File: src/hdl/ssl_pkg.sv
package ssl_pkg;
	// ---------------------------------------------------------------
	// serial word layout
	// ---------------------------------------------------------------
	localparam int WORD_W = 24;
	localparam int ADDR_LO_POS = 0;
	localparam int ADDR_HI_POS = 1;
	localparam logic [1:0] ADDR_CONTROL = 2'h0;
	localparam logic [1:0] ADDR_REFDIV = 2'h1;
	localparam logic [1:0] ADDR_NCOUNT = 2'h2;
	localparam logic [1:0] ADDR_TEST = 2'h3;
	// ---------------------------------------------------------------
	// reference-divider latch fields
	// ---------------------------------------------------------------
	localparam int RATIO_POS = 2;
	localparam int RATIO_W = 14;
	localparam int ABP_POS = 16;
	localparam int ABP_W = 2;
	localparam int LOCK_PREC_POS = 18;
	localparam int FTEST_POS = 19;
	localparam int BSC_POS = 20;
	localparam int BSC_W = 2;
	localparam int RSVD_POS = 22;
	localparam int RSVD_W = 2;
	localparam logic [WORD_W-1:0] LATCH_RESET = 24'h000000;
	localparam logic [2:0] LOCK_CYC_PRECISE = 3'h5;
	localparam logic [2:0] LOCK_CYC_COARSE = 3'h3;
	// ---------------------------------------------------------------
	// timing
	// ---------------------------------------------------------------
	localparam int CLK_PERIOD_NS = 10;
	localparam int SCLK_MIN_PERIOD_NS = 50;
	localparam int SCLK_HALF_CYC =
		(SCLK_MIN_PERIOD_NS / 2 + CLK_PERIOD_NS - 1) / CLK_PERIOD_NS;
	// ---------------------------------------------------------------
	// host controller registers (avalon-mm byte addresses)
	// ---------------------------------------------------------------
	localparam int AV_ADDR_W = 4;
	localparam logic [3:0] REG_DATA = 4'h0;
	localparam logic [3:0] REG_STATUS = 4'h4;
	localparam logic [3:0] REG_CTRL = 4'h8;
	localparam int ST_BUSY_POS = 0;
	localparam int ST_LOCK_POS = 1;
	localparam int CTRL_PWR_POS = 0;
	localparam logic CTRL_PWR_RESET = 1'b1;
endpackage

File: src/hdl/ssl_serial_if.sv
`timescale 1ns/1ps
interface ssl_serial_if;
	logic sclk;
	logic sdata;
	logic load_strobe;
	logic chip_power_en;
	logic multiplexed_status_out;
	modport dev (
		input sclk,
		input sdata,
		input load_strobe,
		input chip_power_en,
		output multiplexed_status_out
	);
	modport host (
		output sclk,
		output sdata,
		output load_strobe,
		output chip_power_en,
		input multiplexed_status_out
	);
endinterface

File: src/hdl/ssl_device.sv
// The placing of the registers and the Avalon-MM interface to the registers were chosen for this implementation.
`timescale 1ns/1ps
module ssl_device (
	input wire logic clk,
	input wire logic reset,
	ssl_serial_if.dev link,
	input wire logic phase_ok,
	output logic [23:0] control_word,
	output logic [23:0] ncount_word,
	output logic [23:0] ref_word,
	output logic [23:0] test_word,
	output logic [13:0] ref_divide_ratio,
	output logic [1:0] antibacklash_width,
	output logic lock_precision_sel,
	output logic factory_test_bit,
	output logic test_mode_active,
	output logic ref_tick,
	output logic band_clk_tick,
	output logic locked
);
	// ---------------------------------------------------------------
	// state
	// ---------------------------------------------------------------
	typedef struct packed {
		logic sclk_d;
		logic strobe_d;
		logic [ssl_pkg::WORD_W-1:0] shift;
		logic [ssl_pkg::WORD_W-1:0] ctl;
		logic [ssl_pkg::WORD_W-1:0] ncnt;
		logic [ssl_pkg::WORD_W-1:0] rdiv;
		logic [ssl_pkg::WORD_W-1:0] tst;
		logic [ssl_pkg::RATIO_W-1:0] rcnt;
		logic rtick;
		logic [2:0] bcnt;
		logic btick;
		logic [2:0] good;
		logic lock;
	} ssl_dev_s;

	ssl_dev_s st_r;
	ssl_dev_s st_nxt;

	function automatic logic [2:0] band_limit(input logic [1:0] sel);
		band_limit = (3'h1 << sel) - 3'h1;
	endfunction

	// divide ratio field of a reference-divider word
	function automatic logic [ssl_pkg::RATIO_W-1:0] ratio_of(
		input logic [ssl_pkg::WORD_W-1:0] w);
		ratio_of = w[ssl_pkg::RATIO_POS +: ssl_pkg::RATIO_W];
	endfunction

	// good reference cycles needed before lock is declared
	function automatic logic [2:0] lock_need(input logic precise);
		if (precise) begin
			lock_need = ssl_pkg::LOCK_CYC_PRECISE;
		end else begin
			lock_need = ssl_pkg::LOCK_CYC_COARSE;
		end
	endfunction

	logic [13:0] ratio;
	logic [2:0] need;
	logic [ssl_pkg::WORD_W-1:0] word;

	// ---------------------------------------------------------------
	// next state
	// ---------------------------------------------------------------
	always_comb begin
		st_nxt = st_r;
		st_nxt.sclk_d = link.sclk;
		st_nxt.strobe_d = link.load_strobe;
		st_nxt.rtick = 1'b0;
		st_nxt.btick = 1'b0;
		ratio = ratio_of(st_r.rdiv);
		need = lock_need(st_r.rdiv[ssl_pkg::LOCK_PREC_POS]);
		word = st_r.shift;

		// --------------------------------------------------
		// input shift register
		// --------------------------------------------------
		// keeps working during power-down
		if (link.sclk && !st_r.sclk_d) begin
			st_nxt.shift = {st_r.shift[ssl_pkg::WORD_W-2:0], link.sdata};
		end

		// --------------------------------------------------
		// latch transfer on the strobe's rising edge
		// --------------------------------------------------
		if (link.load_strobe && !st_r.strobe_d) begin
			case (word[ssl_pkg::ADDR_HI_POS:ssl_pkg::ADDR_LO_POS])
				ssl_pkg::ADDR_CONTROL: begin
					st_nxt.ctl = word;
				end
				ssl_pkg::ADDR_REFDIV: begin
					st_nxt.rdiv = word;
				end
				ssl_pkg::ADDR_NCOUNT: begin
					st_nxt.ncnt = word;
				end
				default: begin
					// stored, but only acted on with the factory bit set
					st_nxt.tst = word;
				end
			endcase
		end

		// --------------------------------------------------
		// reference divider
		// --------------------------------------------------
		// held in its load state while powered down or unprogrammed
		if (!link.chip_power_en || ratio == 14'h0000) begin
			st_nxt.rcnt = 14'h0000;
			st_nxt.bcnt = 3'h0;
			st_nxt.good = 3'h0;
			st_nxt.lock = 1'b0;
		end else begin
			if (st_r.rcnt >= ratio - 14'h0001) begin
				st_nxt.rcnt = 14'h0000;
				st_nxt.rtick = 1'b1;
			end else begin
				st_nxt.rcnt = st_r.rcnt + 14'h0001;
			end
		end

		// --------------------------------------------------
		// band-select clock and lock detect
		// --------------------------------------------------
		if (st_r.rtick) begin
			if (st_r.bcnt >= band_limit(
				st_r.rdiv[ssl_pkg::BSC_POS +: ssl_pkg::BSC_W])) begin
				st_nxt.bcnt = 3'h0;
				st_nxt.btick = 1'b1;
			end else begin
				st_nxt.bcnt = st_r.bcnt + 3'h1;
			end
			// consecutive good reference cycles
			if (!phase_ok) begin
				st_nxt.good = 3'h0;
				st_nxt.lock = 1'b0;
			end else begin
				if (st_r.good < ssl_pkg::LOCK_CYC_PRECISE) begin
					st_nxt.good = st_r.good + 3'h1;
				end
				if (st_r.good + 3'h1 >= need) begin
					st_nxt.lock = 1'b1;
				end
			end
		end

		// no tick leaves a powered-down divider
		if (!link.chip_power_en) begin
			st_nxt.btick = 1'b0;
			st_nxt.rtick = 1'b0;
		end

		// --------------------------------------------------
		// synchronous reset
		// --------------------------------------------------
		if (reset) begin
			st_nxt = '0;
			// strobe idles high: no false load after reset
			st_nxt.strobe_d = 1'b1;
		end
	end

	always_ff @(posedge clk) begin
		st_r <= st_nxt;
	end

	// ---------------------------------------------------------------
	// outputs
	// ---------------------------------------------------------------
	assign control_word = st_r.ctl;
	assign ncount_word = st_r.ncnt;
	assign ref_word = st_r.rdiv;
	assign test_word = st_r.tst;

	// ---------------------------------------------------------------
	// decoded reference-divider fields
	// ---------------------------------------------------------------
	assign ref_divide_ratio = ratio_of(st_r.rdiv);
	assign antibacklash_width = st_r.rdiv[ssl_pkg::ABP_POS +: ssl_pkg::ABP_W];
	assign lock_precision_sel = st_r.rdiv[ssl_pkg::LOCK_PREC_POS];
	assign factory_test_bit = st_r.rdiv[ssl_pkg::FTEST_POS];
	// test latch only takes effect with the factory bit set
	assign test_mode_active = st_r.rdiv[ssl_pkg::FTEST_POS];
	assign ref_tick = st_r.rtick;
	assign band_clk_tick = st_r.btick;
	assign locked = st_r.lock;
	// no readback path exists: the status pin only shows lock
	assign link.multiplexed_status_out = st_r.lock;
endmodule

File: src/flat_wrapper.sv
// flat-port wrapper written by rule: the top's interface ports become plain ports
module ssl_device_flat 
  (clk, reset, phase_ok, control_word, ncount_word, ref_word, test_word, ref_divide_ratio, antibacklash_width, lock_precision_sel, factory_test_bit, test_mode_active, ref_tick, band_clk_tick, locked, link_sclk, link_sdata, link_load_strobe, link_chip_power_en, link_multiplexed_status_out);
  ssl_serial_if link_i ();
  input wire logic clk;
  input wire logic reset;
  input wire logic phase_ok;
  output logic [23:0] control_word;
  output logic [23:0] ncount_word;
  output logic [23:0] ref_word;
  output logic [23:0] test_word;
  output logic [13:0] ref_divide_ratio;
  output logic [1:0] antibacklash_width;
  output logic lock_precision_sel;
  output logic factory_test_bit;
  output logic test_mode_active;
  output logic ref_tick;
  output logic band_clk_tick;
  output logic locked;
  input wire logic [$bits(link_i.sclk)-1:0] link_sclk;
  input wire logic [$bits(link_i.sdata)-1:0] link_sdata;
  input wire logic [$bits(link_i.load_strobe)-1:0] link_load_strobe;
  input wire logic [$bits(link_i.chip_power_en)-1:0] link_chip_power_en;
  output wire logic [$bits(link_i.multiplexed_status_out)-1:0] link_multiplexed_status_out;
  assign link_i.sclk = link_sclk;
  assign link_i.sdata = link_sdata;
  assign link_i.load_strobe = link_load_strobe;
  assign link_i.chip_power_en = link_chip_power_en;
  assign link_multiplexed_status_out = link_i.multiplexed_status_out;
  ssl_device u_core (.clk(clk), .reset(reset), .link(link_i), .phase_ok(phase_ok), .control_word(control_word), .ncount_word(ncount_word), .ref_word(ref_word), .test_word(test_word), .ref_divide_ratio(ref_divide_ratio), .antibacklash_width(antibacklash_width), .lock_precision_sel(lock_precision_sel), .factory_test_bit(factory_test_bit), .test_mode_active(test_mode_active), .ref_tick(ref_tick), .band_clk_tick(band_clk_tick), .locked(locked));
endmodule
File: config.mk
export PLATFORM = sky130hd
export DESIGN_NAME = ssl_device_flat
export DESIGN_NICKNAME = d
export VERILOG_FILES = /design/src/hdl/ssl_pkg.sv /design/src/hdl/ssl_serial_if.sv /design/src/hdl/ssl_device.sv /design/src/flat_wrapper.sv
export SDC_FILE = /design/constraint.sdc
export NUM_CORES = 1
export LEC_CHECK = 0
export BUFFER_PORTS_ARGS = -buffer_cell sky130_fd_sc_hd__buf_2
export CORE_AREA = 2 2 151 153
export DETAILED_ROUTE_END_ITERATION = 7
export DIE_AREA = 0 0 153 155
export GPL_TIMING_DRIVEN = 0
export PLACE_DENSITY_LB_ADDON = 0.25
export SLEW_MARGIN = 20
export SYNTH_ARGS = -nofsm -noshare
export SYNTH_HDL_FRONTEND = slang
export SYNTH_SLANG_ARGS = --single-unit
File: constraint.sdc
create_clock -name clk -period 4.85 [get_ports clk]
set_input_delay 0 -clock clk [delete_from_list [all_inputs] [get_ports clk]]
set_output_delay 0 -clock clk [all_outputs]
set_load 0.01 [all_outputs]
* After elaboration in Yosys (flattened, before gate mapping)
Cells that the tools add are included. Widths: inputs -> output; s select.
Cells by class: add/subtract/negate cells 5, order comparisons 4, equality and inequality tests 2, shift-type cells 1, mux-type cells 10, bitwise logic cells 3, reduce and logical (&&, ||, !) cells 17
Operators with widths (count):
- $add 14x1->14 const B | 1
- $ge 14x14->1 | 1
- $logic_not 14->1 | 1
- $sub 14x1->14 const B | 1
- $mux 3 | 4
- $reduce_or 3->1 | 4
- $mux 4 | 2
- $mux 8 | 1
- $reduce_and 2->1 | 4
- $add 3x1->3 const B | 2
- $ge 3x3->1 | 2
- $logic_not 1->1 | 3
- $lt 3x3->1 const B | 1
- $mux 1 | 3
- $not 1->1 | 3
- $shl 1x2->3 const A | 1
- $sub 3x1->3 const B | 1
- $eq 2x1->1 const B | 1
- $eq 2x2->1 const B | 1
- $logic_and 1x1->1 | 2
- $logic_not 2->1 | 1
- $reduce_bool 2->1 | 1
- $logic_or 1x1->1 | 1
Word-level totals: register bits after elaboration 145, bits of input ports 7, output and inout bits 119, logic and storage cells 55

* Longest topological paths before layout
depth in word-level cells 6, gate-level depth with buffers 11

* Worst setup path after synthesis
Ideal clock, no wire load.
kind register -> register, start point reg u_core.st_r (netlist bit u_core.ref_word[7]), end point reg u_core.st_r[13] (netlist bit), setup time 0.134 ns, arrival time 2.699 ns, required time 4.716 ns, path slack 2.018 ns, cell stages (with the launch flop) 12, path buffers 2, cells stage by stage dfxtp_1 -> buf_6 -> or4_4 -> nor3_2 -> nor3b_2 -> xnor2_1 -> ha_1 -> nand4_1 -> or4_1 -> nand4_1 -> buf_4 -> nor4_1
Between the ends: longest elaborated chain between the ends 3, elaborated cells between the ends (all ways) 5, classes of those cells add/sub (1); order compare (1); reduce/logical (3)
Ends and longest elaborated chain:
- from (decl) | RTL line ssl_device.sv:40 | ssl_dev_s st_r;
- from (signal assigned) | RTL line ssl_device.sv:168 | st_r <= st_nxt;
- $sub 14x1->14 / $logic_not 14->1 (equally long branches) | RTL line ssl_device.sv:118, ssl_device.sv:112
- $ge 14x14->1 / $logic_or 1x1->1 (equally long branches) | RTL line ssl_device.sv:118, ssl_device.sv:112
- $reduce_or 3->1 (no line) *
Every way passes the cells marked *; elsewhere a longest branch is shown, timed or not. A chain may end at the register's enable or synchronous reset.

* Worst setup path in the final report
start point reg u_core.st_r (netlist bit u_core.ref_word[4]), end point reg u_core.st_r[18] (netlist bit)
The elaborated chain is that of the path after synthesis.

==> impl_metrics.json <==
{
  "min_to": "u_core.link.multiplexed_status_out",
  "period_minus_slack_ns": 3.330,
  "num_io_pins": 126,
  "worst_slew_pin_slew_ns": 0.8341,
  "seq_power_share": 0.455,
  "synthDistinctLibCells": 48,
  "crit_path_frequent_cell": "nand4_1",
  "htreeDepth": 4,
  "cp_slowest_cell": "or4_1",
  "dieArea_sq_um": 23720,
  "timing_worst_setup_path_type": "flip-flop to flip-flop",
  "crit_required_ns": 5.13,
  "worstPathMaxFanout": 10,
  "synth_seq_area_share": 0.4302,
  "grt_pass1_wl_microns": 28220,
  "root_buffer": "clkbuf_16",
  "vias": 5602,
  "comb_power_share": 0.021,
  "reg2reg_depth": 11,
  "reg2reg_to": "u_core.st_r[18]",
  "cpPeakStageDelay_ns": 0.59,
  "hold_violations": 0,
  "p_per_area_nw_per_um2": 312.6,
  "antenna_left": 0,
  "grt_use_total": 0.1489,
  "whs_path_depth": 3,
  "dr.pass1.iters": 4,
  "cap_violations": 0,
  "clock_power_share": 0.524,
  "drtIter0Drc": 302,
  "setup_tns_ns": 0,
  "grt_max_degree": 17,
  "yosysWarnings": 0,
  "synthCells": 840,
  "drt_wl_total_microns": 17400,
  "ir_worst_vdd_mv": 0.2361,
  "syn_nets": 871,
  "syn-mean-instance-area_sq_um": 8.033,
  "cts_tree": "done",
  "rsz0062_at_grt": "false",
  "die_h_microns": 155,
  "fin_skew_ns": 0.008031,
  "areaGrowthSynthToFinish_pct": 24.29,
  "min_from": "reset",
  "cts_buffers": 17,
  "cts_resized": 0,
  "clk_latency_ns": 0.42,
  "startpoint_type": "flip-flop",
  "worstPathArrival_ns": 3.61,
  "critPathCaptureType": "flip-flop",
  "overflow": 0,
  "min_path_type": "input pin to flip-flop",
  "leakage_nw": 3.685,
  "setup_viol": 0,
  "gp_congestion": 0.7862,
  "slew_violations": 0,
  "die_x_microns": 153,
  "status": "complete, no violations",
  "r2r_start": "u_core.ref_word[4]",
  "async_reset_ff_frac": 0,
  "switching_share": 0.2236,
  "antenna_found_initial": 0,
  "slew_headroom": 0.4401,
  "core_region_area_sq_um": 22230,
  "io_buffer_count": 124,
  "fillers": 2341,
  "hpwlAfterDp_microns": 12970,
  "ys.flop_type": "dfxtp_1",
  "crit_chain": "nor3_1 -> and3_1 -> clkbuf_1 -> nand3_1 -> xor2_1 -> ha_1 -> nand4_1 -> or4_1 -> nand4_1 -> buf_4 -> nor4_1",
  "viasPerCell": 4.360,
  "cts_setup_buffers": 0,
  "avgRoutedWirePerCell_microns": 13.54,
  "synthesis.area_sq_um": 6748,
  "start_util": 0.3036,
  "grt_pass1_vias": 5453,
  "clockBufferDepth": 2,
  "fmax_mhz": 300.3,
  "p_switching_mw": 0.5863,
  "internal_power_mw": 2.036,
  "num_antenna_cells": 0,
  "clkTransAtPathRegs_ns": 0.06,
  "fin_crit_sh": 0.6866,
  "drc": 0,
  "cts_hold_buf": 5,
  "utilization": 0.3773,
  "ys_ff_latch": 145,
  "clock-sinks": 145,
  "num_rows": 55,
  "rrSetupSlack_ns": 1.52,
  "fin_nets": 1019,
  "drive_above_1_share": 0.2850,
  "synth_edf_count": 0
}
-- cell type report --
| cell class | instances | area [sq um] | area share |
|---|---|---|---|
| inverter | 10 | 37.54 | 0.004476 |
| sequential | 145 | 2903 | 0.3461 |
| clock inverter | 13 | 172.7 | 0.02059 |
| multi-input combinational | 527 | 2769 | 0.3302 |
| timing repair buffer | 129 | 670.6 | 0.07996 |
| tap | 285 | 356.6 | 0.04252 |
| buffer | 158 | 1039 | 0.1238 |
| clock buffer | 18 | 439.2 | 0.05236 |
-- stage by stage --
step / setup WS, ns / hold WS [ns] / cells / cell area [sq um] / total power [mW]
3_5_place_dp: 1.496 / 0.2246 / 1249 / 7725 / 1.272
3_3_place_gp: 1.493 / 0.2152 / 1249 / 7725 / 1.273
6_report: 1.520 / 0.2635 / 1285 / 8387 / 2.622
4_1_cts: 1.475 / 0.2256 / 1285 / 8387 / 2.648
2_1_floorplan: 2.018 / 0.1066 / 840 / 6748 / 1.252
5_1_grt: 1.245 / 0.2827 / 1285 / 8387 / 2.701
-- routing by layer --
layer	wire, microns	vias up	share of wire	GRT usage
met2	8241	96	0.47	0.2537
met4	131	0	0.0075	0.03748
met3	552	9	0.032	0.02925
met1	8471	2535	0.49	0.1943
li1	-	2962	-	-
met5	0	-	0	0
-- worst max path at each step --
stage	start	cells after the start	to	slack, ns
after floorplan	u_core.ref_word[7]	11	u_core.st_r[13]	2.02
after global placement	u_core.ref_word[4]	10	u_core.st_r[18]	1.49
after detailed placement	u_core.ref_word[4]	10	u_core.st_r[17]	1.50
after CTS	u_core.ref_word[4]	10	u_core.st_r[18]	1.47
after global routing	u_core.ref_word[4]	10	u_core.st_r[18]	1.24
final	u_core.ref_word[4]	11	u_core.st_r[18]	1.52
-- flip-flops by register name (all words and copies together), names as in the netlist --
name                                flops
u_core.control_word                    24
u_core.ncount_word                     24
u_core.ref_word                        24
u_core.test_word                       24
u_core.word                            24
u_core.st_r                            22
u_core.band_clk_tick                    1
u_core.link.multiplexed_status_out      1
u_core.ref_tick                         1
-- cell usage after synthesis (4+ instances only) --
| cell | count | area [sq um] |
|---|---|---|
| a21o_1 | 4 | 30.03 |
| a21oi_1 | 120 | 600.6 |
| buf_2 | 5 | 25.02 |
| buf_4 | 115 | 863.3 |
| clkbuf_1 | 35 | 131.4 |
| dfxtp_1 | 145 | 2903 |
| ha_1 | 24 | 300.3 |
| inv_1 | 10 | 37.54 |
| nand2_1 | 245 | 919.6 |
| nand2b_1 | 5 | 31.28 |
| nand3_1 | 12 | 60.06 |
| nand4_1 | 5 | 31.28 |
| nor2_1 | 18 | 67.56 |
| nor2b_1 | 6 | 37.54 |
| nor3_1 | 7 | 35.03 |
| nor3b_1 | 5 | 37.54 |
| nor4_1 | 17 | 106.4 |
| xnor2_1 | 17 | 148.9 |
| xor2_1 | 8 | 70.07 |
-- worst max-delay path, delay by kind of cell (launching register included) --
kind | cells | cell delay (ns)
fa+ha+maj | 1 | 0.32
simple gates | 7 | 1.85
buf+inv | 2 | 0.46
flops | 1 | 0.39
xor+xnor | 1 | 0.17
-- cell families after synthesis --
kind of cell / count (synthesis) / synth area share
mux: 1 / 0.001669
buf+inv: 168 / 0.1595
compound gates: 139 / 0.1105
xor+xnor: 25 / 0.03245
fa+ha+maj: 24 / 0.04450
flops: 145 / 0.4302
simple gates: 338 / 0.2212
-- power groups by stage --
stage,clock network (mW),registers [mW],logic [mW]
global placement,0,1.22,0.0519
CTS,1.40,1.19,0.0553
floorplan,0,1.22,0.0314
global route,1.45,1.19,0.0604
detailed placement,0,1.22,0.0519
finish,1.37,1.19,0.0545
-- placed cells by master (no fill, tap or decap), types with 3 or more instances in the layout --
master           n
nand4_1          5
xor2_1           8
nand2_1        245
inv_1           10
nor2_1          18
nand3_1         12
nor3b_1          5
inv_6            6
ha_1            24
nand2b_1         5
xnor2_1         17
a21o_1           4
dfxtp_1        145
a21oi_1        120
bufinv_16        3
buf_2          129
clkbuf_1        35
nor4_1          17
nor2b_1          6
dlygate4sd3_1    5
buf_4          115
nor3_1           7
clkbuf_16       17
Power figures use the tool's default switching activity.
